**src/sic_defines.vh**
```
/*
 * Constants shared by the two-wire master channel: frame layout, divider
 * limits, command word layout and reset levels.
 * Assumes it is included by bare name from the design files.
 */
`ifndef SIC_DEFINES_VH
`define SIC_DEFINES_VH

// ---------------------------------------------------------------
// frame layout
// ---------------------------------------------------------------
`define SIC_ACK_INDEX 4'h8
`define SIC_RISES_PER_FRAME 4'h9
`define SIC_SAMPLE_LAST 4'h7

// ---------------------------------------------------------------
// divider field of the data/divider register, bits 15..9
// ---------------------------------------------------------------
`define SIC_DIV_W 7
`define SIC_DIV_MIN 7'h01
`define SIC_END_WAIT 7'h04

// ---------------------------------------------------------------
// command word: bit 8 selects receive, bits 7..0 carry the byte
// ---------------------------------------------------------------
`define SIC_CMD_W 9
`define SIC_CMD_RX_POS 8
`define SIC_FIFO_DEPTH 32
`define SIC_FIFO_AW 5

// ---------------------------------------------------------------
// line levels and reset values
// ---------------------------------------------------------------
`define SIC_LINE_RELEASED 1'b1
`define SIC_ACK_LEVEL 1'b0
`define SIC_BYTE_RESET 8'hff
`define SIC_DRIVE_NONE 1'b0

`endif

```
**src/sic_insync.v**
```verilog
/*
 * Three-stage sampler for a line that comes from outside the clock domain.
 * Assumes the line idles high; a change counts once stages two and three agree.
 */
`timescale 1ns/10ps
`include "sic_defines.vh"

module sic_insync (
  // clock and reset
  input wire clk,
  input wire reset,
  // raw line
  input wire line_in,
  // filtered level and rising edge
  output reg level_r,
  output reg rise_r
);

  reg s1_r;
  reg s2_r;
  reg s3_r;

  always @(posedge clk) begin
    if (reset) begin
      s1_r <= `SIC_LINE_RELEASED;
      s2_r <= `SIC_LINE_RELEASED;
      s3_r <= `SIC_LINE_RELEASED;
      level_r <= `SIC_LINE_RELEASED;
      rise_r <= 1'b0;
    end else begin
      s1_r <= line_in;
      s2_r <= s1_r;
      s3_r <= s2_r;
      rise_r <= 1'b0;
      // stage one is never looked at directly: metastability hazard
      if (s2_r == s3_r && s3_r != level_r) begin
        level_r <= s3_r;
        rise_r <= s3_r;
      end
    end
  end

endmodule // sic_insync

```
**src/sic_fifo.v**
```verilog
/*
 * Flip-flop FIFO with valid/ready on both sides and registered flags.
 * Assumes DEPTH is a power of two equal to 2**AW.
 */
`timescale 1ns/10ps
`include "sic_defines.vh"

module sic_fifo #(
  parameter WIDTH = `SIC_CMD_W,
  parameter DEPTH = `SIC_FIFO_DEPTH,
  parameter AW = `SIC_FIFO_AW
) (
  // clock and reset
  input wire clk,
  input wire reset,
  // fill side
  input wire in_valid,
  output reg in_ready_r,
  input wire [WIDTH-1:0] in_data,
  // drain side
  output reg out_valid_r,
  input wire out_ready,
  output wire [WIDTH-1:0] out_data
);

  reg [WIDTH-1:0] mem_r [0:DEPTH-1];
  reg [AW-1:0] wr_r;
  reg [AW-1:0] rd_r;
  reg [AW:0] cnt_r;
  reg [AW:0] cnt_nxt;
  wire push;
  wire pop;

  assign push = in_valid & in_ready_r;
  assign pop = out_ready & out_valid_r;
  assign out_data = mem_r[rd_r];

  always @* begin
    cnt_nxt = cnt_r;
    if (push && !pop) begin
      cnt_nxt = cnt_r + 1'b1;
    end else if (pop && !push) begin
      cnt_nxt = cnt_r - 1'b1;
    end
  end

  always @(posedge clk) begin
    if (push) begin
      mem_r[wr_r] <= in_data;
    end
  end

  always @(posedge clk) begin
    if (reset) begin
      wr_r <= {AW{1'b0}};
      rd_r <= {AW{1'b0}};
      cnt_r <= {(AW+1){1'b0}};
      in_ready_r <= 1'b0;
      out_valid_r <= 1'b0;
    end else begin
      if (push) begin
        wr_r <= wr_r + 1'b1;
      end
      if (pop) begin
        rd_r <= rd_r + 1'b1;
      end
      cnt_r <= cnt_nxt;
      // flags are registered so both ports come from flip-flops
      in_ready_r <= (cnt_nxt != DEPTH[AW:0]);
      out_valid_r <= (cnt_nxt != {(AW+1){1'b0}});
    end
  end

endmodule // sic_fifo

```
**src/sic_master.v**
```verilog
/*
 * Master-only two-wire serial channel: software makes start and stop with
 * the level bits while the start bit is low; queued command words then run
 * 9-clock frames (8 bits MSB first plus acknowledge) on open-drain pins.
 * Assumes a single master on the bus, pull-ups on both lines, and control
 * inputs synchronous to clk.
 */
`timescale 1ns/10ps
`include "sic_defines.vh"

// Contract
// - The channel is sole master only, with no slave mode, no arbitration and no clock-stretch wait.
// - Each frame has 8 data bits; an address byte holds 7 address bits over a direction bit.
// - The channel can drive an acknowledge to the slave and sample the slave's acknowledge.
// - With the serial output enable bit at 0 the channel drives no acknowledge on the last byte.
// - Only a transfer-end interrupt is given and software never selects buffer-empty mode.
// - Acknowledge error and overrun error flags are readable by software.
// - Address send, data send, data receive and stop generation are all supported.
// - An address frame follows the start condition and carries 7 address bits and 1 direction bit.
// - The data line is non-inverted and idles high.
// - Frames go MSB first without parity and with one extra bit for the acknowledge.
module sic_master #(
  parameter DEPTH = `SIC_FIFO_DEPTH,
  parameter AW = `SIC_FIFO_AW
) (
  // clock and reset
  input wire clk,
  input wire reset,
  // channel control
  input wire channel_start_bit,
  input wire serial_output_enable_bit,
  input wire serial_output_level_bit,
  input wire clock_output_level_bit,
  input wire [`SIC_DIV_W-1:0] divider_field,
  // command stream: bit 8 high for receive, else byte to send
  input wire cmd_valid,
  output wire cmd_ready,
  input wire [`SIC_CMD_W-1:0] cmd_data,
  // received byte
  output reg [7:0] rx_data_r,
  output reg rx_valid_r,
  input wire rx_read,
  // status
  output reg transfer_end_interrupt_r,
  output reg ack_error_flag_r,
  input wire ack_error_clear,
  output reg overrun_error_flag_r,
  input wire overrun_error_clear,
  output reg channel_busy_r,
  // clock pin
  input wire scl_in,
  output reg scl_out_r,
  output reg scl_oe_r,
  // data pin
  input wire sda_in,
  output reg sda_out_r,
  output reg sda_oe_r
);

  // ---------------------------------------------------------------
  // states
  // ---------------------------------------------------------------
  localparam ST_IDLE = 3'h0;
  localparam ST_LOAD = 3'h1;
  localparam ST_LOW = 3'h2;
  localparam ST_HIGH = 3'h3;
  localparam ST_END = 3'h4;

  // ---------------------------------------------------------------
  // declarations
  // ---------------------------------------------------------------
  reg [2:0] state_r;
  reg [`SIC_DIV_W-1:0] cnt_r;
  reg [3:0] bit_r;
  reg [3:0] rise_cnt_r;
  reg [7:0] shift_r;
  reg [7:0] capt_r;
  reg rxop_r;
  reg ack_r;
  reg scl_r;
  reg sda_r;
  wire fifo_valid;
  wire fifo_take;
  wire [`SIC_CMD_W-1:0] fifo_word;
  wire scl_lvl;
  wire scl_rise;
  wire sda_lvl;
  wire [`SIC_DIV_W-1:0] half_last;
  wire half_tick;
  wire end_done;
  wire rx_store;
  wire ack_fail;

  // clamp a zero divider to the least legal value
  function [`SIC_DIV_W-1:0] div_eff;
    input [`SIC_DIV_W-1:0] d;
    begin
      div_eff = (d < `SIC_DIV_MIN) ? `SIC_DIV_MIN : d;
    end
  endfunction

  // level to put on the data line for bit index b of a frame
  function bit_level;
    input rx;
    input [3:0] b;
    input [7:0] sh;
    begin
      if (b == `SIC_ACK_INDEX) begin
        bit_level = rx ? `SIC_ACK_LEVEL : `SIC_LINE_RELEASED;
      end else begin
        bit_level = rx ? `SIC_LINE_RELEASED : sh[7];
      end
    end
  endfunction

  // ---------------------------------------------------------------
  // command queue and line samplers
  // ---------------------------------------------------------------
  sic_fifo #(
    .WIDTH(`SIC_CMD_W),
    .DEPTH(DEPTH),
    .AW(AW)
  ) u_cmd_fifo (
    .clk(clk),
    .reset(reset),
    .in_valid(cmd_valid),
    .in_ready_r(cmd_ready),
    .in_data(cmd_data),
    .out_valid_r(fifo_valid),
    .out_ready(fifo_take),
    .out_data(fifo_word)
  );

  sic_insync u_scl_sync (
    .clk(clk),
    .reset(reset),
    .line_in(scl_in),
    .level_r(scl_lvl),
    .rise_r(scl_rise)
  );

  sic_insync u_sda_sync (
    .clk(clk),
    .reset(reset),
    .line_in(sda_in),
    .level_r(sda_lvl),
    .rise_r()
  );

  // ---------------------------------------------------------------
  // frame timing
  // ---------------------------------------------------------------
  // a word is only taken once software has made the start condition
  assign fifo_take = (state_r == ST_IDLE) & channel_start_bit & fifo_valid;
  // half period is divider+1 clocks, so divider 1 gives clk/4
  assign half_last = div_eff(divider_field);
  assign half_tick = (cnt_r == half_last);
  // the wire's rises lag by the sampler depth, so wait a few clocks for them
  assign end_done = (rise_cnt_r == `SIC_RISES_PER_FRAME) | (cnt_r == `SIC_END_WAIT);
  assign rx_store = (state_r == ST_END) & end_done & rxop_r;
  // a slave that leaves the line high has refused the byte
  assign ack_fail = (state_r == ST_END) & end_done & ~rxop_r & ack_r;

  always @(posedge clk) begin
    if (reset) begin
      state_r <= ST_IDLE;
      cnt_r <= {`SIC_DIV_W{1'b0}};
      bit_r <= 4'h0;
      shift_r <= `SIC_BYTE_RESET;
      rxop_r <= 1'b0;
      scl_r <= `SIC_LINE_RELEASED;
      sda_r <= `SIC_LINE_RELEASED;
    end else if (!channel_start_bit) begin
      // dropping the start bit aborts the frame and hands the pins back
      state_r <= ST_IDLE;
      cnt_r <= {`SIC_DIV_W{1'b0}};
      scl_r <= clock_output_level_bit;
      sda_r <= serial_output_level_bit;
    end else begin
      case (state_r)
        ST_IDLE: begin
          cnt_r <= {`SIC_DIV_W{1'b0}};
          if (fifo_take) begin
            // one word per frame: address, data send or data receive
            shift_r <= fifo_word[7:0];
            rxop_r <= fifo_word[`SIC_CMD_RX_POS];
            bit_r <= 4'h0;
            scl_r <= 1'b0;
            state_r <= ST_LOAD;
          end
        end
        ST_LOAD: begin
          // data moves one clock after the clock line fell
          sda_r <= bit_level(rxop_r, bit_r, shift_r);
          if (bit_r != `SIC_ACK_INDEX) begin
            shift_r <= {shift_r[6:0], 1'b1};
          end
          cnt_r <= cnt_r + 1'b1;
          state_r <= ST_LOW;
        end
        ST_LOW: begin
          if (half_tick) begin
            cnt_r <= {`SIC_DIV_W{1'b0}};
            scl_r <= 1'b1;
            state_r <= ST_HIGH;
          end else begin
            cnt_r <= cnt_r + 1'b1;
          end
        end
        ST_HIGH: begin
          // no wait on a held-low clock: stretching is not honoured
          if (half_tick) begin
            cnt_r <= {`SIC_DIV_W{1'b0}};
            scl_r <= 1'b0;
            if (bit_r == `SIC_ACK_INDEX) begin
              state_r <= ST_END;
            end else begin
              bit_r <= bit_r + 1'b1;
              state_r <= ST_LOAD;
            end
          end else begin
            cnt_r <= cnt_r + 1'b1;
          end
        end
        ST_END: begin
          // clock stays low between frames; data released
          sda_r <= `SIC_LINE_RELEASED;
          cnt_r <= cnt_r + 1'b1;
          if (end_done) begin
            state_r <= ST_IDLE;
          end
        end
        default: begin
          state_r <= ST_IDLE;
        end
      endcase
    end
  end

  // ---------------------------------------------------------------
  // sampling on the rises seen on the wire
  // ---------------------------------------------------------------
  // both lines pass equal sampler depth, so the pair stays aligned
  always @(posedge clk) begin
    if (reset) begin
      rise_cnt_r <= 4'h0;
      capt_r <= `SIC_BYTE_RESET;
      ack_r <= 1'b0;
    end else if (fifo_take) begin
      rise_cnt_r <= 4'h0;
    end else if (scl_rise && scl_lvl && state_r != ST_IDLE) begin
      if (rise_cnt_r <= `SIC_SAMPLE_LAST) begin
        capt_r <= {capt_r[6:0], sda_lvl};
        rise_cnt_r <= rise_cnt_r + 1'b1;
      end else if (rise_cnt_r == `SIC_ACK_INDEX) begin
        ack_r <= sda_lvl;
        rise_cnt_r <= rise_cnt_r + 1'b1;
      end
    end
  end

  // ---------------------------------------------------------------
  // status, interrupt and receive holding register
  // ---------------------------------------------------------------
  always @(posedge clk) begin
    if (reset) begin
      transfer_end_interrupt_r <= 1'b0;
      ack_error_flag_r <= 1'b0;
      overrun_error_flag_r <= 1'b0;
      rx_data_r <= 8'h00;
      rx_valid_r <= 1'b0;
      channel_busy_r <= 1'b0;
    end else begin
      channel_busy_r <= (state_r != ST_IDLE) | fifo_take;
      // one pulse per finished frame, never a buffer-empty event
      transfer_end_interrupt_r <= (state_r == ST_END) & end_done & channel_start_bit;
      // set wins over a clear in the same clock
      if (ack_fail && channel_start_bit) begin
        ack_error_flag_r <= 1'b1;
      end else if (ack_error_clear) begin
        ack_error_flag_r <= 1'b0;
      end
      if (rx_store && channel_start_bit && rx_valid_r && !rx_read) begin
        overrun_error_flag_r <= 1'b1;
      end else if (overrun_error_clear) begin
        overrun_error_flag_r <= 1'b0;
      end
      if (rx_store && channel_start_bit) begin
        rx_data_r <= capt_r;
        rx_valid_r <= 1'b1;
      end else if (rx_read) begin
        rx_valid_r <= 1'b0;
      end
    end
  end

  // ---------------------------------------------------------------
  // open-drain pins
  // ---------------------------------------------------------------
  // clearing the output enable releases data, so no acknowledge goes out
  always @(posedge clk) begin
    if (reset) begin
      scl_out_r <= 1'b0;
      sda_out_r <= 1'b0;
      scl_oe_r <= `SIC_DRIVE_NONE;
      sda_oe_r <= `SIC_DRIVE_NONE;
    end else begin
      scl_out_r <= 1'b0;
      sda_out_r <= 1'b0;
      scl_oe_r <= ~scl_r;
      sda_oe_r <= ~sda_r & serial_output_enable_bit;
    end
  end

endmodule // sic_master

```
**config.mk**
```make
export PLATFORM = sky130hd
export DESIGN_NAME = sic_master
export DESIGN_NICKNAME = d
export VERILOG_FILES = /design/src/sic_insync.v /design/src/sic_fifo.v /design/src/sic_master.v
export VERILOG_INCLUDE_DIRS = /design/src
export SDC_FILE = /design/constraint.sdc
export NUM_CORES = 1
export LEC_CHECK = 0
export ABC_AREA = 1
export BUFFER_PORTS_ARGS = -buffer_cell sky130_fd_sc_hd__buf_2
export CAP_MARGIN = 20
export CORE_MARGIN = 4
export CORE_UTILIZATION = 30
export CTS_BUF_LIST = sky130_fd_sc_hd__clkbuf_16
export DETAILED_ROUTE_END_ITERATION = 6
export PLACE_DENSITY = 0.53
export REMOVE_ABC_BUFFERS = 1
export SLEW_MARGIN = 20
export SYNTH_ARGS = -nofsm -noshare
export SYNTH_HDL_FRONTEND = slang
export SYNTH_SLANG_ARGS = --single-unit
export TNS_END_PERCENT = 20
```
**constraint.sdc**
```tcl
create_clock -name clk -period 2.2 [get_ports clk]
set_clock_uncertainty 0.2 [all_clocks]
set_input_delay 0.11 -clock clk [delete_from_list [all_inputs] [get_ports clk]]
set_output_delay 0.11 -clock clk [all_outputs]
set_load 0.05 [all_outputs]
```
# Word-level counts from Yosys, hierarchy flattened
# Memory sizes are Yosys's and may differ from the RTL's. A register that Yosys moved wholly into a read port is not among the register bits.
# Index checks and enable logic that the tools add are counted.
[classes]
addsub = 7
order_cmp = 2
eq_ne = 26
mux = 40
bitwise = 19
n_reduce_logical = 36
[op_table]
columns = ["operator", "n"]
rows = [
  ["7-bit one-hot mux with 3 select lines", 1],
  ["4-bit 2-to-1 mux", 5],
  ["1-bit 2-to-1 mux", 16],
  ["8-bit 2-to-1 mux", 2],
  ["8-bit one-hot mux with 2 select lines", 1],
  ["4-bit AND reduction", 4],
  ["3-bit 2-to-1 mux", 5],
  ["3-bit one-hot mux with 5 select lines", 1],
  ["7-bit 2-to-1 mux", 2],
  ["4-bit == test (second input constant)", 3],
  ["6-bit 2-to-1 mux", 2],
  ["2-bit inequality test (second input constant)", 6],
  ["2-bit nonzero test", 6],
  ["5-bit by 1-bit adder with 5-bit output (second input constant)", 2],
  ["1-bit bitwise AND", 10],
  ["1-bit logical AND", 10],
  ["5-bit 2-to-1 mux", 2],
  ["2-bit OR reduction", 5],
  ["3-bit inequality test (second input constant)", 3],
  ["4-bit by 1-bit adder with 4-bit output (second input constant)", 2],
  ["4-bit one-hot mux with 2 select lines", 1],
  ["7-bit by 1-bit adder with 7-bit output (second input constant)", 1],
  ["7-bit by 3-bit == test with 1-bit output (second input constant)", 1],
  ["7-bit == test", 1],
  ["24 further kinds", 38],
]
[totals]
register_bits = 80
mem_bits_rw = 288
inputBits = 28
output_inout_bits = 18
word_cells = 163
memories = 1
[memory_table]
columns = ["memory", "depth", "word_bits", "rd", "rd_clocked_by_memory_dff", "write_ports", "line", "text"]
rows = [
  ["u_cmd_fifo.mem_r", 32, 9, 1, 1, 1, "sic_fifo.v:26", "reg [WIDTH-1:0] mem_r [0:DEPTH-1];"],
]

# Depth between registers and ports, before layout
[depth]
word_depth = 8
mapped_depth = 13
mapped_depth_nobuf = 12

# By module
# Synthesis repeated with hierarchy kept, for this count alone.
[hier_totals]
hier_cells = 1492
area_unflattened_um2 = 15591.2
[modules_own_cells]
columns = ["module", "n_inst", "cells_per_inst", "area_each_um2", "seq_area_each_um2"]
rows = [
  ["sic_fifo", 1, 1119, 12754.7, 9108.7],
  ["sic_master", 1, 347, 2543.7, 1061.0],
  ["sic_insync", 2, 13, 146.4, 100.1],
]

# Worst setup path after synthesis
# OpenSTA, ideal clock, no wires.
[synth_path]
path_type = "register -> register"
startpoint = "register u_cmd_fifo.in_ready_r"
endpoint = "memory u_cmd_fifo.mem_r[31][0] (netlist bit), enable pin"
setup_time_ns = 0.376
t_arrival_ns = 1.864
required_time_ns = 1.624
setup_slack_ns = -0.240
path_stages_with_launch = 6
n_path_buf = 1
synth_period_minus_slack_ns = 2.440
cell_sequence = "dfxtp_1 nand2_1 inv_1 buf_2 nand2_1 nor2_1"
[synth_via]
elab_chain_cells = 3
[synth_lines]
columns = ["element", "line", "text"]
rows = [
  ["from (decl)", "sic_fifo.v:18", "output reg in_ready_r,"],
  ["from (signal assigned)", "sic_fifo.v:69", "in_ready_r <= (cnt_nxt != DEPTH[AW:0]);"],
  ["1-bit bitwise AND", "sic_fifo.v:34", "assign push = in_valid & in_ready_r;"],
  ["1-bit 2-to-1 mux", "sic_fifo.v:48", "if (push) begin"],
  ["1-bit 2-to-1 mux (not written as such)", "sic_fifo.v:49", "mem_r[wr_r] <= in_data;"],
  ["to (decl)", "sic_fifo.v:26", ""],
]
# Every way passes these cells.

# Worst setup path after layout
[layout_path]
startpoint = "input port channel_start_bit"
endpoint = "register scl_r"
[layout_via]
elab_chain_cells = 4
word_cells_on_any_way = 8
cone_classes = "4 x eq/ne; 1 x mux; 2 x bitwise; 1 x reduce/logical"
[layout_lines]
columns = ["element", "line", "text"]
rows = [
  ["from (decl)", "sic_master.v:30", "input wire channel_start_bit,"],
  ["1-bit bitwise AND (2 in series)", "sic_master.v:154", "assign fifo_take = (state_r == ST_IDLE) & channel_start_bit & fifo_valid;"],
  ["3-bit inequality test (no source line)", "n/a", ""],
  ["4-bit AND reduction (no source line)", "n/a", ""],
  ["to (signal assigned)", "sic_master.v:171", "scl_r <= `SIC_LINE_RELEASED;"],
  ["to (signal assigned)", "sic_master.v:177", "scl_r <= clock_output_level_bit;"],
  ["to (decl)", "sic_master.v:80", "reg scl_r;"],
]
# Several ways; a longest one is shown, not always the timed one.
# A chain may end at the register's enable or synchronous reset.

==> impl_summary.txt <==
----------------------------------------------------
[Clock network]
  Total clock buffers created by CTS ... 40
  CTS Root Buffer Type ... clkbuf_16
  CTS tree ... yes
  Clock insertion delay at the later pin of the skew report ... 0.54 ns
  Total clock sinks ... 373
  Number of H-tree branching levels ... 2
  Worst-case clock buffer depth ... 3
  Clock input transition at the sequential cells of the worst setup and hold paths ... 0.06 ns

[Route]
  Post-DRT Antenna Nets ... 0
  Number of detailed-routing iterations run before antenna repair ... 5
  Final Routed Wirelength ... 39,700 um
  Number of DRC markers after the initial detailed-route iteration ... 747
  WL per Instance ... 16.6 um
  Total DRC errors in the routed layout ... 0
  Per-cell via count in the routed design ... 4.63
  Vias ... 11,100

[Global routing]
  Layer with the highest usage after global routing ... met2
  Largest net degree at the start of global routing ... 92
  Total congestion overflow after global routing ... 0
  GR Util met3 ... 0.0205
  All-layer global routing usage ... 0.137
  Vias in the first global route ... 10,800
  Number of antenna violations at the first check in global routing ... 0
  Met1 Usage GRT ... 0.187
  Global-route wire length before repair ... 61,600 um
  GR met2 Demand/Resource ... 0.225

[Place]
  Number of I/O port buffers ... 43
  HPWL after detailed placement ... 24,200 um
  Routability-driven placement congestion ratio ... 0.834
  Setup WS pre-CTS ... 0.165 ns

[Critical path]
  Most frequent cell on the critical path ... dlygate4sd3_1
  Critical path capture point type ... flop
  Arrival time reported for the critical path endpoint ... 2.31 ns
  Critical Path Slowest Stage Cell ... dlygate4sd3_1
  Origin of the worst setup path ... channel_start_bit
  Worst flop-to-flop path startpoint ... cnt_r[0]
  Required time worst endpoint ... 2.42 ns
  Flop-to-flop setup slack ... 0.13 ns
  Largest stage delay on the critical path ... 0.56 ns
  Buffer and inverter count on the worst path ... 5
  Launching element type of the critical path ... input port
  Worst flop-to-flop path endpoint ... ack_error_flag_r
  Maximum fanout encountered on the critical timing path ... 8
  End of the critical path ... scl_r
  Worst r2r path cells ... 9
  CP Depth ... 9
  CP Class ... in2reg
  Cell family with the largest share of critical-path delay ... buffers and inverters
  CP Cell Sequence ... dlygate4sd3_1 > clkbuf_4 > inv_1 > nand2_1 > dlygate4sd3_1 > o21ai_0 > dlygate4sd3_1 > nand3_1 > nand3_1

[Finish]
  Area Overhead vs Synth ... 18.0%
  Ant. Diodes ... 0
  Leading cell types in the layout, fill and taps excluded ... nand2_1 (376), edfxtp_1 (288), nor2_1 (218), nand3_1 (186), inv_1 (123)
  Share of final-layout standard cells stronger than drive strength 1 ... 0.114
  Final Net Count ... 1,719
  Most common library cell in the layout ignoring fill and taps ... nand2_1

[Pwr]
  Ratio of total power to cell area ... 919 mW/mm^2
  Post-layout total power ... 17.1 mW
  Leakage power figure ... 7.21 nW
  Worst voltage drop across the vdd grid ... 523 uV

[Run status]
  Run status ... finished, final reports clean

[Synth]
  Post-Synthesis Mean Instance Area ... 10.0 sq um
  Largest area contributor in the synthesized netlist ... edfxtp_1
  Synth Warn # ... 0
  Count of unique library cells instantiated by Yosys ... 42
  Synth Register Bits ... 373
  Synth top area share ... 0.549
  Largest cells by area after synthesis ... edfxtp_1 (55%), dfxtp_1 (11%), nand2_1 (9.0%), nand3_1 (5.9%), nor2_1 (5.2%)
  Synthesized cell area ... 0.0158 sq mm
  Sequential area share after synthesis ... 0.657
  Number of instances in the synthesized netlist ... 1,571

[Timing]
  Worst Tran Pin Value ... 0.768 ns
  Post-layout minimum cycle time ... 2.09 ns
  Final setup violation count ... 0
  Final slew viol count ... 0
  Relative max-transition margin ... 0.488
  Tcrit/Tclk final ... 0.949
  Final-layout worst hold slack ... 0.0311 ns
  Setup slack after layout ... 0.112 ns
  Setup repair after global routing missed its margin ... false
  Final hold vios ... 0
  Max Clk Rate ... 479 MHz

[Floorplanning]
  Row cnt ... 83
  Initial core utilization ... 0.305
  Placeable core area ... 0.0517 sq mm
  Die boundary height ... 237 um
  Die outline area ... 0.0563 sq mm
  Number of I/O pins ... 46
  Chip Width ... 237 um

[Job]
  Number of max-cap violations ... 0

[Worst hold path]
  Class of the tightest hold or removal check ... in2reg

----------------------------------------------------
==> timing repair <==
| action | 4_1_cts | 5_1_grt |
|---|---|---|
| endpoints found under the setup margin | 0 | 10 |
| resized for setup | 0 | 7 |
| hold endpoints to repair | 292 | 0 |
| buffers inserted | 0 | 1 |
| hold buffers | 27 | 0 |
==> how the worst min path moves through the flow <==
stage                     start         endpoint  slack (ns)  cells after the start
2_1_floorplan             reset         scl_oe_r       -0.02                      1
3_3_place_gp             sda_in  u_sda_sync.s1_r        0.10                      2
3_5_place_dp             sda_in  u_sda_sync.s1_r        0.10                      2
4_1_cts        divider_field[0]            scl_r        0.02                      7
5_1_grt        divider_field[0]            scl_r        0.08                      7
6_report       divider_field[0]            scl_r        0.03                      7
==> metrics by stage <==
stage / TNS [ns] / cell area (sq um) / utilization / std cells
after global placement: 0 / 17100 / 0.330 / 2287
after detailed placement: 0 / 17100 / 0.330 / 2287
final: 0 / 18600 / 0.360 / 2389
after floorplan: -79.40 / 15400 / - / 1502
after global routing: 0 / 18600 / 0.360 / 2389
after CTS: 0 / 18600 / 0.359 / 2388
==> flip-flops by register name (all words and copies together), names as in the netlist, 3 cells and up, named ones only <==
signal            flops
capt_r                8
rx_data_r             8
rise_cnt_r            4
u_cmd_fifo.rd_r       5
u_cmd_fifo.wr_r       5
cnt_r                 7
bit_r                 4
u_cmd_fifo.cnt_r      6
state_r               3
u_cmd_fifo.mem_r    288
shift_r               8
==> Yosys cell counts, drive strengths merged <==
cell    count
nor3b       1
a21oi      27
nor4        2
ha         14
nor3        7
inv       123
o21a        3
a22o        1
clkinv      1
nand4       6
o211ai     24
nand2     381
dfxtp      85
nor2      226
buf        47
edfxtp    288
clkbuf     23
o21ai     100
and3        2
conb        1
a21boi      1
or2         6
o221ai      1
nand3b      4
a31oi       2
nand3     186
xnor2       3
xor2        6
==> cell families (layout without fill, tap and decap cells) <==
group	count (synthesis)	count (layout)	share of synthesized area
buf+inv	194	331	0.0506
simple gates	821	821	0.221
fa+ha+maj	14	14	0.0111
compound gates	159	159	0.0558
other cells	1	2	0.000238
flops	373	373	0.657
xor+xnor	9	9	0.00500
==> worst min-delay path: stages <==
cell	delay, ns
buf_2	0.07
inv_1	0.04
nand3_1	0.07
nand3_1	0.16
nand3_1	0.13
nand3_1	0.07
nand3_1	0.07
==> area by class of cell <==
type	count	area [sq um]
fillers	5168	33100
flip-flops and latches	373	10400
multi-input cells	1005	4630
repair buffers	133	1070
clock buffers	41	1030
well taps	680	851
inverters	124	469
clock inverters	33	193
==> power breakdown <==
group / switching (mW) / internal [mW] / leakage (nW) / total, mW
clock network: 2.69 / 3.60 / 0.641 / 6.30
registers: 0.152 / 7.81 / 3.29 / 7.96
logic: 1.94 / 0.891 / 3.28 / 2.84
total: 4.79 / 12.3 / 7.21 / 17.1
==> layer usage <==
metal	share of wire	vias up
met1	0.46	5319
met3	0.037	61
met2	0.47	191
li1	-	5486
met4	0.030	0
met5	0	-
Power figures use the tool's default switching activity.
